## config.mk

```make
export PLATFORM = sky130hd
export DESIGN_NAME = eifes_core
export DESIGN_NICKNAME = d
export VERILOG_FILES = /design/src/core/eifes_pkg.sv /design/src/core/eifes_core.sv
export SDC_FILE = /design/constraint.sdc
export NUM_CORES = 1
export LEC_CHECK = 0
export ABC_AREA = 1
export CAP_MARGIN = 20
export CORE_MARGIN = 4
export CORE_UTILIZATION = 54
export CTS_CLUSTER_SIZE = 12
export DETAILED_ROUTE_END_ITERATION = 16
export DONT_BUFFER_PORTS = 1
export MAX_ROUTING_LAYER = met4
export PLACE_DENSITY_LB_ADDON = 0.15
export SYNTH_ARGS = -nofsm -noshare
export SYNTH_HDL_FRONTEND = slang
export SYNTH_SLANG_ARGS = --single-unit
```

## constraint.sdc

```tcl
create_clock -name sys_clk -period 2.8 [get_ports sys_clk]
set_clock_uncertainty 0.2 [all_clocks]
set_input_delay 0.28 -clock sys_clk [delete_from_list [all_inputs] [get_ports sys_clk]]
set_output_delay 0.28 -clock sys_clk [all_outputs]
set_load 0.1 [all_outputs]
```

## src/core/eifes_pkg.sv

```systemverilog
// Constants for the external interrupt filter and edge select block.
// Assumes a single fc clock; low-speed timing comes from an fs tick input.
package eifes_pkg;
  // Register indices; byte address is four times the index.
  localparam logic [6:0] IDX_EXT_CTRL = 7'h37;
  localparam logic [6:0] IDX_ENABLE   = 7'h40;
  localparam logic [6:0] IDX_LATCH    = 7'h41;
  localparam logic [6:0] IDX_TRAP     = 7'h42;
  // Control register fields and reset value.
  localparam int unsigned CTRL_FILT_BIT  = 7;
  localparam int unsigned CTRL_PINFN_BIT = 6;
  localparam int unsigned CTRL_T3_LSB    = 4;
  localparam int unsigned CTRL_T4_LSB    = 2;
  localparam int unsigned CTRL_E1_BIT    = 1;
  localparam logic [7:0]  CTRL_RESET     = 8'h00;
  localparam logic [7:0]  CTRL_RD_MASK   = 8'hfe;
  // Enable register: bit 0 master, bits 1..5 per-pin flags.
  localparam int unsigned EN_MASTER_BIT = 0;
  localparam int unsigned TRAP_LATCH_BIT = 5;
  localparam int unsigned FILT_RD_LSB    = 8;
  // Pin positions inside the pin vector.
  localparam int unsigned PIN_ZERO  = 0;
  localparam int unsigned PIN_ONE   = 1;
  localparam int unsigned PIN_THREE = 2;
  localparam int unsigned PIN_FOUR  = 3;
  localparam int unsigned PIN_FIVE  = 4;
  // Trigger select codes for pins three and four.
  localparam logic [1:0] TRIG_RISE  = 2'h0;
  localparam logic [1:0] TRIG_FALL  = 2'h1;
  localparam logic [1:0] TRIG_BOTH  = 2'h2;
  localparam logic [1:0] TRIG_LEVEL = 2'h3;
  // Clock rate; the system clock is the high-frequency clock.
  localparam int unsigned CLK_HZ = 25000000;
  localparam int unsigned FC_HZ  = 25000000;
  // Reject and accept times in fc periods.
  localparam int unsigned ZF_REJ_FC  = 2;
  localparam int unsigned ZF_ACC_FC  = 7;
  localparam int unsigned OL_REJ_FC  = 63;
  localparam int unsigned OL_ACC_FC  = 193;
  localparam int unsigned OS_REJ_FC  = 15;
  localparam int unsigned OS_ACC_FC  = 49;
  localparam int unsigned TF_REJ_FC  = 7;
  localparam int unsigned TF_ACC_FC  = 25;
  localparam int unsigned NC_SWITCH_FC = 64;
  // Low-speed times in half fs periods (1/fs and 3.5/fs).
  localparam int unsigned FS_REJ_HALF = 2;
  localparam int unsigned FS_ACC_HALF = 7;
  // Filter thresholds: midway between reject and accept times.
  localparam int unsigned CNT_W = 8;
  localparam logic [CNT_W-1:0] THR_ZF =
    CNT_W'((ZF_REJ_FC + ZF_ACC_FC) * (CLK_HZ / FC_HZ) / 2);
  localparam logic [CNT_W-1:0] THR_OL =
    CNT_W'((OL_REJ_FC + OL_ACC_FC) * (CLK_HZ / FC_HZ) / 2);
  localparam logic [CNT_W-1:0] THR_OS =
    CNT_W'((OS_REJ_FC + OS_ACC_FC) * (CLK_HZ / FC_HZ) / 2);
  localparam logic [CNT_W-1:0] THR_TF =
    CNT_W'((TF_REJ_FC + TF_ACC_FC) * (CLK_HZ / FC_HZ) / 2);
  localparam logic [CNT_W-1:0] THR_FS = CNT_W'((FS_REJ_HALF + FS_ACC_HALF) / 4);
  // Cycles after reset during which the filters adopt the pin level silently.
  localparam logic [1:0] INIT_CYCLES = 2'h3;
endpackage

```

## src/core/eifes_core.sv

```systemverilog
// External interrupt filter, edge select and address trap latch.
// Assumes pins synchronous-sampled on sys_clk and an fs tick from the clock unit.
`timescale 1ns/1ps

module eifes_core (
  input  wire logic        sys_clk,
  input  wire logic        sys_rst,
  input  wire logic        clk_en,
  input  wire logic        low_speed_mode,
  input  wire logic        low_freq_tick,
  input  wire logic [4:0]  ext_irq_pins,
  input  wire logic        fetch_in_trap_area,
  input  wire logic [8:0]  avs_address,
  input  wire logic        avs_read,
  input  wire logic        avs_write,
  input  wire logic [31:0] avs_writedata,
  input  wire logic [3:0]  avs_byteenable,
  output logic      [31:0] avs_readdata,
  output logic             avs_waitrequest,
  output logic      [4:0]  irq_request,
  output logic             address_trap_irq,
  output logic             trap_reset_out,
  output logic             port1_bit0,
  output logic             pin_function_select
);

  typedef struct packed {
    logic [4:0]                      sync1;
    logic [4:0]                      sync2;
    logic [4:0]                      filt;
    logic [4:0][eifes_pkg::CNT_W-1:0] cnt;
    logic [1:0]                      init;
    logic [1:0]                      armed;
    logic [7:0]                      ctrl;
    logic [5:0]                      enable;
    logic [5:0]                      latch;
    logic                            trap_mode;
    logic                            trap_reset;
    logic                            port_bit;
    logic                            ack;
    logic [31:0]                     rdata;
  } eifes_state_type;

  localparam eifes_state_type RESET_STATE = '{
    sync1: 5'h00, sync2: 5'h00, filt: 5'h00, cnt: '0, init: 2'h0,
    armed: 2'h0, ctrl: eifes_pkg::CTRL_RESET, enable: 6'h00, latch: 6'h00,
    trap_mode: 1'b0, trap_reset: 1'b0, port_bit: 1'b0, ack: 1'b0,
    rdata: 32'h0000_0000};

  eifes_state_type s;
  eifes_state_type next_s;

  logic                       req;
  logic                       commit_wr;
  logic [6:0]                 idx;
  logic                       tick;
  logic                       init_done;
  logic [4:0]                 rise;
  logic [4:0]                 fall;
  logic [5:0]                 set_bits;
  logic [5:0]                 clr_bits;
  logic [1:0]                 trig_sel [2];
  logic [eifes_pkg::CNT_W-1:0] thr;
  logic [eifes_pkg::CNT_W-1:0] cnt_inc;

  // Bus decode; the answer comes one cycle after the request is seen.
  assign req       = avs_read | avs_write;
  assign idx       = avs_address[8:2];
  assign commit_wr = avs_write & s.ack & clk_en & avs_byteenable[0];
  assign avs_waitrequest = req & ~(s.ack & clk_en);
  assign avs_readdata    = s.rdata;

  // Requests are gated by the master and per-pin flags; trap is never gated.
  assign irq_request = s.latch[4:0] & s.enable[5:1]
                       & {5{s.enable[eifes_pkg::EN_MASTER_BIT]}};
  assign address_trap_irq    = s.latch[eifes_pkg::TRAP_LATCH_BIT];
  assign trap_reset_out      = s.trap_reset;
  assign port1_bit0          = s.port_bit;
  assign pin_function_select = s.ctrl[eifes_pkg::CTRL_PINFN_BIT];

  // Next-state logic for the whole block.
  always_comb begin
    next_s    = s;
    tick      = low_speed_mode ? low_freq_tick : 1'b1;
    init_done = (s.init == eifes_pkg::INIT_CYCLES);
    rise      = 5'h00;
    fall      = 5'h00;
    set_bits  = 6'h00;
    clr_bits  = 6'h00;
    thr       = eifes_pkg::THR_ZF;
    cnt_inc   = '0;
    trig_sel[0] = s.ctrl[eifes_pkg::CTRL_T3_LSB +: 2];
    trig_sel[1] = s.ctrl[eifes_pkg::CTRL_T4_LSB +: 2];
    if (clk_en) begin
      // Two-stage synchroniser; only the second stage feeds the filters.
      next_s.sync1 = ext_irq_pins;
      next_s.sync2 = s.sync1;
      next_s.port_bit = s.sync2[eifes_pkg::PIN_ZERO];
      if (!init_done) begin
        // Filters take the settled pin level with no edge, so a high pin at release is no event.
        next_s.init = s.init + 2'h1;
        next_s.filt = s.sync2;
        next_s.cnt  = '0;
      end else begin
        for (int i = 0; i < 5; i++) begin
          if (low_speed_mode) begin
            thr = eifes_pkg::THR_FS;
          end else if (i == eifes_pkg::PIN_ONE) begin
            thr = s.ctrl[eifes_pkg::CTRL_FILT_BIT] ? eifes_pkg::THR_OS
                                                   : eifes_pkg::THR_OL;
          end else if (i == eifes_pkg::PIN_THREE || i == eifes_pkg::PIN_FOUR) begin
            thr = eifes_pkg::THR_TF;
          end else begin
            thr = eifes_pkg::THR_ZF;
          end
          cnt_inc = s.cnt[i] + 1'b1;
          // A level must differ for thr counted samples before it is accepted.
          if (s.sync2[i] == s.filt[i]) begin
            next_s.cnt[i] = '0;
          end else if (tick) begin
            if (cnt_inc >= thr) begin
              next_s.filt[i] = s.sync2[i];
              next_s.cnt[i]  = '0;
            end else begin
              next_s.cnt[i] = cnt_inc;
            end
          end
        end
        rise = next_s.filt & ~s.filt;
        fall = s.filt & ~next_s.filt;
      end

      // Event qualification per pin.
      set_bits[0] = fall[eifes_pkg::PIN_ZERO]
                    & s.ctrl[eifes_pkg::CTRL_PINFN_BIT];
      set_bits[1] = s.ctrl[eifes_pkg::CTRL_E1_BIT] ? fall[eifes_pkg::PIN_ONE]
                                                   : rise[eifes_pkg::PIN_ONE];
      for (int j = 0; j < 2; j++) begin
        next_s.armed[j] = s.armed[j] | rise[eifes_pkg::PIN_THREE + j];
        case (trig_sel[j])
          eifes_pkg::TRIG_RISE: set_bits[2 + j] = rise[eifes_pkg::PIN_THREE + j];
          eifes_pkg::TRIG_FALL: set_bits[2 + j] = fall[eifes_pkg::PIN_THREE + j];
          eifes_pkg::TRIG_BOTH: set_bits[2 + j] = rise[eifes_pkg::PIN_THREE + j]
                                                 | fall[eifes_pkg::PIN_THREE + j];
          eifes_pkg::TRIG_LEVEL: set_bits[2 + j] = next_s.filt[eifes_pkg::PIN_THREE + j]
                                                  & next_s.armed[j];
          default: set_bits[2 + j] = 1'b0;
        endcase
      end
      set_bits[4] = fall[eifes_pkg::PIN_FIVE];
      // Latches follow the pin whatever its direction, except pin zero, which latches only with the pin function bit set; the enable flags mask spurious ones.
      set_bits[eifes_pkg::TRAP_LATCH_BIT] = fetch_in_trap_area & s.trap_mode;
      next_s.trap_reset = fetch_in_trap_area & ~s.trap_mode;

      // Register reads are captured while the request waits.
      next_s.ack = req & ~s.ack;
      if (req && !s.ack) begin
        case (idx)
          eifes_pkg::IDX_EXT_CTRL: next_s.rdata = {24'h000000, s.ctrl & eifes_pkg::CTRL_RD_MASK};
          eifes_pkg::IDX_ENABLE:   next_s.rdata = {26'h0000000, s.enable};
          eifes_pkg::IDX_LATCH:    next_s.rdata = {19'h00000, s.filt, 2'h0, s.latch};
          eifes_pkg::IDX_TRAP:     next_s.rdata = {31'h00000000, s.trap_mode};
          default:                 next_s.rdata = 32'h0000_0000;
        endcase
      end

      // Writes take effect at the edge where waitrequest is low.
      if (commit_wr) begin
        case (idx)
          eifes_pkg::IDX_EXT_CTRL: next_s.ctrl      = avs_writedata[7:0];
          eifes_pkg::IDX_ENABLE:   next_s.enable    = avs_writedata[5:0];
          eifes_pkg::IDX_LATCH:    clr_bits         = avs_writedata[5:0];
          eifes_pkg::IDX_TRAP:     next_s.trap_mode = avs_writedata[0];
          default:                 clr_bits         = 6'h00;
        endcase
      end
      // A new event beats a clear in the same cycle.
      next_s.latch = (s.latch & ~clr_bits) | set_bits;
    end
  end

  // State register with synchronous reset.
  always_ff @(posedge sys_clk) begin
    if (sys_rst) begin
      s <= RESET_STATE;
    end else begin
      s <= next_s;
    end
  end

endmodule

```

* Yosys cells after proc, flatten, opt, wreduce, memory -nomap -nowiden
Index checks and enable logic that the tools add are counted.
** Operators by class
- $add $sub $neg :: 6
- $lt $le $gt $ge :: 5
- Equality and inequality tests :: 21
- Mux-type cells :: 66
- Bitwise operators :: 29
- Reduce and logical (&&, ||, !) cells :: 14
** Operators by type and width (count)
- $mux 8 :: 23
- $mux 45 :: 2
- $pmux 13 s4 :: 1
- $add 8x1->8 const B :: 5
- $ge 8x8->1 :: 5
- $mux 1 :: 29
- $eq 7x7->1 const B :: 3
- $ne 4x3->1 const B :: 5
- $mux 6 :: 3
- $and 5x5->5 :: 3
- $mux 5 :: 3
- $reduce_and 2->1 :: 7
- $and 1x1->1 :: 11
- $eq 2x2->1 const B :: 5
- $reduce_and 3->1 :: 3
- $mux 4 :: 2
- $pmux 1 s4 :: 2
- $eq 7x6->1 const B :: 1
- $and 6x6->6 :: 1
- $not 6->6 :: 1
- $or 6x6->6 :: 1
- $eq 1x1->1 :: 5
- $not 5->5 :: 1
- $or 1x1->1 :: 5
- 9 further kinds :: 14
** Storage, ports and cells
- Flip-flop bits (word level) :: 115
- Output and inout port bits :: 42

* Logic depth before layout (Yosys ltp)
Gate-level depths: netlist of the first run.
- Depth in word-level cells :: 18
- Depth in mapped cells :: 18

* Worst setup path before layout of the first run
No wires, ideal clock.
- Path type :: input to output
- Start point :: input clk_en
- End point :: output avs_waitrequest
- Arrival :: 1.789 ns
- Data required time :: 2.320 ns
- Slack :: 0.531 ns
- Stages :: 4
- Buffers on the path :: 1
- Cell sequence :: buf_2 nand2_1 inv_1 nor2_1
** On the way
- Longest elaborated chain between the ends :: 3
** Ends and longest elaborated chain
- start, declared :: line eifes_core.sv:8 : input wire logic clk_en,
- $and 1x1->1 :: line eifes_core.sv:70 : assign avs_waitrequest = req & ~(s.ack & clk_en);
- $not 1->1 :: line eifes_core.sv:70
- $and 1x1->1 :: line eifes_core.sv:70
- end, declared :: line eifes_core.sv:19 : output logic avs_waitrequest,
Every way passes these cells.

* Worst setup path after layout of the first run
- Start point :: register s[84] (netlist bit)
- End point :: register s[39] (netlist bit)
** On the way
- Longest elaborated chain between the ends :: 15
** Ends and longest elaborated chain
- start, declared :: line eifes_core.sv:50 : eifes_state_type s;
- start signal, assigned :: line eifes_core.sv:187 : s <= next_s;
- $add 8x1->8 * :: line eifes_core.sv:116 : cnt_inc = s.cnt[i] + 1'b1;
- $ge 8x8->1 * :: line eifes_core.sv:121 : if (cnt_inc >= thr) begin
- $mux 1 * :: line eifes_core.sv:121
- $mux 1 * :: line eifes_core.sv:120 : end else if (tick) begin
- $mux 1 * :: line eifes_core.sv:118 : if (s.sync2[i] == s.filt[i]) begin
- $mux 1 * :: line eifes_core.sv:99 : if (!init_done) begin
- $mux 1 * :: line eifes_core.sv:94 : if (clk_en) begin
- $and 4x4->4 or $not 5->5 (tied branches) :: line eifes_core.sv:129, eifes_core.sv:130
- $mux 4 or $and 5x5->5 (tied branches) :: line eifes_core.sv:99, eifes_core.sv:130
- $mux 4 or $mux 5 (tied branches) :: line eifes_core.sv:94, eifes_core.sv:99
- $or 1x1->1 or $mux 5 (tied branches) :: line eifes_core.sv:139, eifes_core.sv:94
- $and 1x1->1 or $or 1x1->1 (tied branches) :: line eifes_core.sv:146, eifes_core.sv:144
- $pmux 1 s4 * :: line eifes_core.sv:140 : case (trig_sel[j])
- $mux 1 * :: line eifes_core.sv:94
- $or 6x6->6 * :: line eifes_core.sv:178 : next_s.latch = (s.latch & ~clr_bits) | set_bits;
Every way passes the cells marked *; elsewhere a longest branch is shown, timed or not. The select of a mux whose other input is x is not followed.
A chain may end at the register's enable or synchronous reset.

==> results of run 1 <==
## stage by stage
stage	hold WS, ns	worst slack [ns]	instance area (sq um)	util (%)	power, mW
final	0.0153	0.304	5480	61.7	2.68
after floorplan	0.215	0.531	5090	-	1.70
after global placement	0.157	0.371	5070	57.1	1.69
after CTS	0.00320	0.290	5480	61.7	2.70
after detailed placement	0.158	0.298	5070	57.1	1.70
after global routing	0.0501	0.00817	5480	61.7	2.79
## timing repair
action / in CTS / in global routing
hold buffers: 18 / 0
gates resized for setup: 0 / 0
hold endpoints to repair: 85 / 0
## cell usage after synthesis (all sizes together) (2+ instances only)
cell | n | area share (%)
a211oi | 9 | 1.3
a21oi | 75 | 8.1
buf | 39 | 5.6
clkbuf | 13 | 0.97
dfxtp | 95 | 38
ha | 17 | 4.2
inv | 92 | 6.9
nand2 | 147 | 11
nand3 | 36 | 4.2
nand3b | 3 | 0.45
nand4 | 7 | 0.87
nor2 | 68 | 5.4
nor3 | 25 | 2.8
nor4 | 4 | 0.50
o2111ai | 2 | 0.35
o211ai | 5 | 0.75
o21ai | 40 | 4.0
o221ai | 2 | 0.35
or2 | 2 | 0.25
xnor2 | 4 | 0.70
xor2 | 13 | 2.3
## logic make-up after synthesis
group | count (synthesis)
AND/OR/NAND/NOR | 293
buffers and inverters | 144
AO/OA/AOI/OAI | 139
flip-flops | 95
XOR/XNOR | 17
adder cells (fa/ha/maj) | 17
other | 1
## cell type report
cell class	instances	share of cell area, %
sequential	95	34.7
clock inverter	4	1.28
multi-input combinational	485	46.2
inverter	92	6.35
timing repair buffer	39	6.48
tap	108	2.47
clock buffer	11	2.58
## state kept, by name, indices dropped and copies added (netlist names)
name                 cells
avs_readdata            13
port1_bit0               1
trap_reset_out           1
address_trap_irq         1
pin_function_select      1
s                       78
## path summary, 6_finish.rpt
kind / from / endpoint / slack (ns) / cells past startpoint
setup reg to reg: s[84]$_SDFFE_PP0P_ / s[39]$_SDFFE_PP0P_ / 0.30 / 16
setup / recovery: s[84]$_SDFFE_PP0P_ / s[39]$_SDFFE_PP0P_ / 0.30 / 16
hold reg to reg: s[83]$_SDFFE_PP0P_ / s[83]$_SDFFE_PP0P_ / 0.26 / 2
hold / removal: avs_writedata[3] / s[39]$_SDFFE_PP0P_ / 0.02 / 3
## per-layer routing
metal | share of wire, % | track usage (%)
met1 | 44 | 26.1
met2 | 50 | 37.9
met3 | 4.8 | 3.72
met4 | 1.4 | 7.03
met5 | 0 | -
## worst register-to-register path, delay by kind of cell, from the launching register on
kind | cells | cell delay, ns
flops | 1 | 0.42
xor+xnor | 1 | 0.12
fa+ha+maj | 2 | 0.48
compound gates | 2 | 0.25
buf+inv | 2 | 0.15
simple gates | 9 | 0.79
## report_power, final
part / leakage, nW / total, mW / internal (mW) / switching [mW]
Combinational: 1.35 / 0.311 / 0.0662 / 0.245
Sequential: 0.769 / 1.40 / 1.37 / 0.0328
Clock: 0.109 / 0.969 / 0.520 / 0.448
Total: 2.23 / 2.68 / 1.96 / 0.726
==> out/qor.txt, run 1 <==
1st-iter DRT viols: 259
CTS buffer count: 9
PD cells: 490 nW/um^2
CP peak stage delay: 0.42 ns
Crit-path max FO: 5
Max Freq: 401 MHz
Worst-path clk slew: 0.09 ns
Top FF cell, synth: dfxtp_1
Routed via count: 4,467
Post-Synth Simple-Gate Area: 25.6%
Worst-Skew Late Latency: 0.35 ns
Final Max Slew Viols: 0
Syn. warnings: 0
# setup viols final: 0
Buf/Inv on CP: 2
Core area: 8890 sq um
Post-Route WL: 11.2 mm
Startpoint Class: flop
Die height: 104 um
Worst endpoint required time: 2.88 ns
FP Rows: 34
Slew HR: 33.9%
Largest family of logic cells by synthesized area: simple AND/OR/NAND/NOR gates
Worst setup EP type: flop
Post-CTS Setup Bufs: 0
Compound-Gate Fraction of Synth Area: 15.8%
Initial Util: 56.5%
Tmin final: 2.50 ns
Vias in the first global route: 4,329
H-tree levels: 3
Die width: 104 um
HPWL after DPL: 8.07 mm
Area grow syn2layout: 9.03%
Post-Synth XOR/XNOR Area: 2.96%
Fillers: 859
Antenna Cells: 0
Arrival time worst endpoint: 2.58 ns
Number of max-cap violations: 0
Antenna violations before repair: 0
Mean post-synth cell area: 7.12 sq um
IO Port Bufs: 0
Grt ovf: 0
# IOs: 100
Setup tns final: 0 ns
Mapped Cells: 706
Wire length of the first global-routing pass: 19.6 mm
Via density: 5.36
Cell Chain, Critical Path: ha_1, nand2_1, inv_1, nand2_1, xor2_1, inv_1, ha_1, o21ai_0, nand3_2, nand2_1, nand2_1, nand3_1, nand3_1, nand2_1, nand3_1, a21oi_1
Per-cell routed wire length: 13.4 um
CTS tree: built
CP Class: flop to flop
All-Layer GR Usage: 22.0%
Seq/Total Area, Yosys: 37.8%
Slew @ Worst Pin: 0.990 ns
Number of instances in the placed design: 801
GP Congestion: 0.907
Share of layout cells above drive strength 1: 9.23%
Die ar.: 10,900 sq um
Sequential Area: 1900 sq um
Post-synth EDFFs: 0
Status: finished, final reports clean
Period utilization: 89.1%
Synth async-reset ratio: 0%
CP delay by family, top: simple AND/OR/NAND/NOR gates
Fin. Hold Viols: 0
DRC violations left: 0
Mux share of post-synthesis cell area: 0%
Pre-antenna DRT Iters: 5
Largest net degree at the start of global routing: 68
Commonest non-fill, non-tap cells in the layout: 146 x nand2_1, 95 x dfxtp_1, 87 x inv_1, 69 x a21oi_1, 57 x nor2_1
Multi-input gate area: 2530 sq um
Synth Cell Area: 5030 sq um
Peak supply drop: 252 uV
HP Class: primary input to flop
Most Frequent Cell on Critical Path: nand2_1
Leak: 2.23 nW
Final #Nets: 797
ANT nets after route: 0
CTS Sinks: 95
Post-synth cell types: 42
Most common cell after layout, fill and taps aside: nand2_1
RSZ-0062 raised after global routing: false
Crit-path slowest cell: dfxtp_1
Synth Area in Adders: 4.23%
Flops & latches, synth: 95
Maximum clock path buffer count: 2
Root buffer cell: clkbuf_8
Final cell count without fillers: 834
No activity file was read; power rests on OpenSTA's default activity.
==> run 2, diff against run 1 <==
--- a/constraint.sdc
+++ b/constraint.sdc
@@ -4,2 +4,2 @@
 set_output_delay 0.28 -clock sys_clk [all_outputs]
-set_load 0.1 [all_outputs]
+set_load 0.01 [all_outputs]
==> run 2 against run 1 <==
Final area down 2.6%; sequential power about the same; utilization down 1.6 points; non-clock buffer count down 15; combinational power down 35%; setup slack worse by 0.024 ns; wire length down 0.52%; sequential share of layout area up 0.94 points; worst hold slack better by 0.010 ns; critical path depth down 1; register-to-register slack worse by 0.02 ns; final cell count down 1.7%; critical path type unchanged; largest cell class unchanged.
==> out/qor.txt, run 2 (synthesis gave the netlist of run 1 again) <==
Share of power burned in registers: 56.4% (+4.1 points)
FP Rows: 34 (unchanged)
Number of max-cap violations: 0 (unchanged)
Final cell count without fillers: 820 (-1.7%)
Peak supply drop: 331 uV (+31%)
RSZ-0062 raised after global routing: false
HP Class: primary input to flop
Wire length of the first global-routing pass: 19.2 mm (-1.7%)
CP Class: flop to flop
Largest register by flop count: s
Pre-antenna DRT Iters: 5 (unchanged)
Vias in the first global route: 4,230 (-2.3%)
Finished Core Util: 60.0% (-1.6 points)
Worst setup EP type: flop
Switching portion of total power: 26.4% (-0.62 points)
1st-iter DRT viols: 205 (-21%)
Most common cell after layout, fill and taps aside: nand2_1
Grt ovf: 0 (unchanged)
Power, Total: 2.47 mW (-8.1%)
PD cells: 462 nW/um^2 (-5.6%)
Die height: 104 um (unchanged)
H-tree levels: 3 (unchanged)
Worst-Skew Late Latency: 0.36 ns (about the same)
Die ar.: 10,900 sq um (unchanged)
GP Congestion: 0.925 (+2.0%)
Number of instances in the placed design: 785 (-2.0%)
Multi-input gate area: 2510 sq um (-0.59%)
Largest register FFs: 78 (unchanged)
Commonest non-fill, non-tap cells in the layout: 146 x nand2_1, 95 x dfxtp_1, 87 x inv_1, 69 x a21oi_1, 63 x nor2_1
Post-Route WL: 11.1 mm (-0.52%)
Routed via count: 4,378 (-2.0%)
Slew HR: 45.7% (+12 points)
Setup WS post-layout: 0.280 ns (-0.0240 ns)
Core area: 8890 sq um (unchanged)
Period utilization: 90.0% (+0.86 points)
Arrival time worst endpoint: 2.61 ns (+0.03 ns)
Die width: 104 um (unchanged)
Root buffer cell: clkbuf_8
CTS Sinks: 95 (unchanged)
# setup viols final: 0 (unchanged)
HPWL after DPL: 8.00 mm (-0.80%)
Antenna Cells: 0 (unchanged)
Tmin final: 2.52 ns (+0.0240 ns)
Crit-path max FO: 5 (unchanged)
Max Freq: 397 MHz (-0.95%)
Worst endpoint required time: 2.89 ns (about the same)
Antenna violations before repair: 0 (unchanged)
P_int: 1.81 mW (-7.4%)
Largest net degree at the start of global routing: 68 (unchanged)
# IOs: 100 (unchanged)
CTS tree: built
Slew @ Worst Pin: 0.813 ns (-0.177 ns)
CTS buffer count: 9 (unchanged)
Post-CTS Setup Bufs: 0 (unchanged)
Worst-path clk slew: 0.10 ns (about the same)
Status: finished, final reports clean
Per-cell routed wire length: 13.5 um (+1.2%)
Comb power frac: 8.1% (-3.5 points)
Final #Nets: 782 (-1.9%)
Clock Power Share: 35.5% (-0.6 points)
Area grow syn2layout: 6.15%
Fillers: 796 (-7.3%)
Sequential Area: 1900 sq um (unchanged)
Fin. Hold Viols: 0 (unchanged)
DRC violations left: 0 (unchanged)
Dpl ws: 0.300 ns (+0.00223 ns)
ANT nets after route: 0 (unchanged)
Final Max Slew Viols: 0 (unchanged)
Setup tns final: 0 ns (unchanged)
All-Layer GR Usage: 21.6% (-0.42 points)
Leak: 2.12 nW (-4.7%)
Share of layout cells above drive strength 1: 6.60% (-2.6 points)
Switch Pwr: 0.652 mW (-10%)
Initial Util: 56.5% (unchanged)
Via density: 5.34 (-0.32%)
Maximum clock path buffer count: 2 (unchanged)
Startpoint Class: flop
IO Port Bufs: 0 (unchanged)
-- run 2: changes by cell type in the layout (fill, tap and decap cells not counted), sizes merged --
cell,delta
inv,+2
buf,-16
clkinv,-2
bufinv,-2
dlygate4sd3,+1
clkinvlp,+3
-- run 2: metal layers --
metal	track usage, %	share of wire (%)	vias to the layer above	wire [um]
met5	-	0	-	0
met4	6.55	1.5	0	165
met3	4.53	5.4	17	596
met2	36.2	48	100	5380
met1	26.0	45	2013	4970
li1	-	-	2248	-
-- run 2: worst max-delay path, cell delays in order, from the launching register on --
cell and delay, ns:
dfxtp_1 0.35, ha_1 0.31, inv_1 0.04, ha_1 0.26, nand2_1 0.06, nand2_1 0.04
nor2_1 0.10, nand3_1 0.09, nand2_1 0.09, nand3b_1 0.09, nand2_1 0.09, nand2_1 0.08
nor3_4 0.22, inv_2 0.09, or2_1 0.22, a21oi_1 0.12
-- run 2: layout make-up --
cell class | instances | area share (%)
Sequential cell | 95 | 35.6
Timing Repair Buffer | 24 | 4.60
Inverter | 92 | 6.52
Tap cell | 108 | 2.53
Clock buffer | 11 | 2.84
Clock inverter | 5 | 0.750
Multi-Input combinational cell | 485 | 47.1
-- run 2: timing repair --
action,in CTS,in global routing
setup endpoints to repair,0,0
hold endpoints to repair,85,0
gates resized for setup,0,0
hold buffers,19,0
-- run 2: worst paths after layout --
path | from | cells past startpoint | to | slack [ns]
worst min-delay path | clk_en | 4 | s[35]$_SDFFE_PP0P_ | 0.03
worst max-delay path | s[68]$_SDFFE_PP0P_ | 15 | s[72]$_SDFFE_PP0P_ | 0.28
worst max register to register | s[68]$_SDFFE_PP0P_ | 15 | s[72]$_SDFFE_PP0P_ | 0.28
worst min register to register | s[98]$_SDFFE_PP0P_ | 2 | s[98]$_SDFFE_PP0P_ | 0.27
-- run 2: power groups by stage --
stage | clock network, mW | logic, mW | registers, mW
6_report | 0.874 | 0.201 | 1.39
5_1_grt | 0.945 | 0.230 | 1.39
4_1_cts | 0.891 | 0.200 | 1.39
3_5_place_dp | 0 | 0.156 | 1.42
3_3_place_gp | 0 | 0.151 | 1.42
2_1_floorplan | 0 | 0.163 | 1.42
-- run 2: per-stage QoR --
stage                     hold slack [ns]  area [sq um]
after global placement              0.157          4940
final                              0.0256          5340
after detailed placement            0.158          4940
after floorplan                     0.215          5090
after CTS                         0.00905          5340
after global routing               0.0506          5340
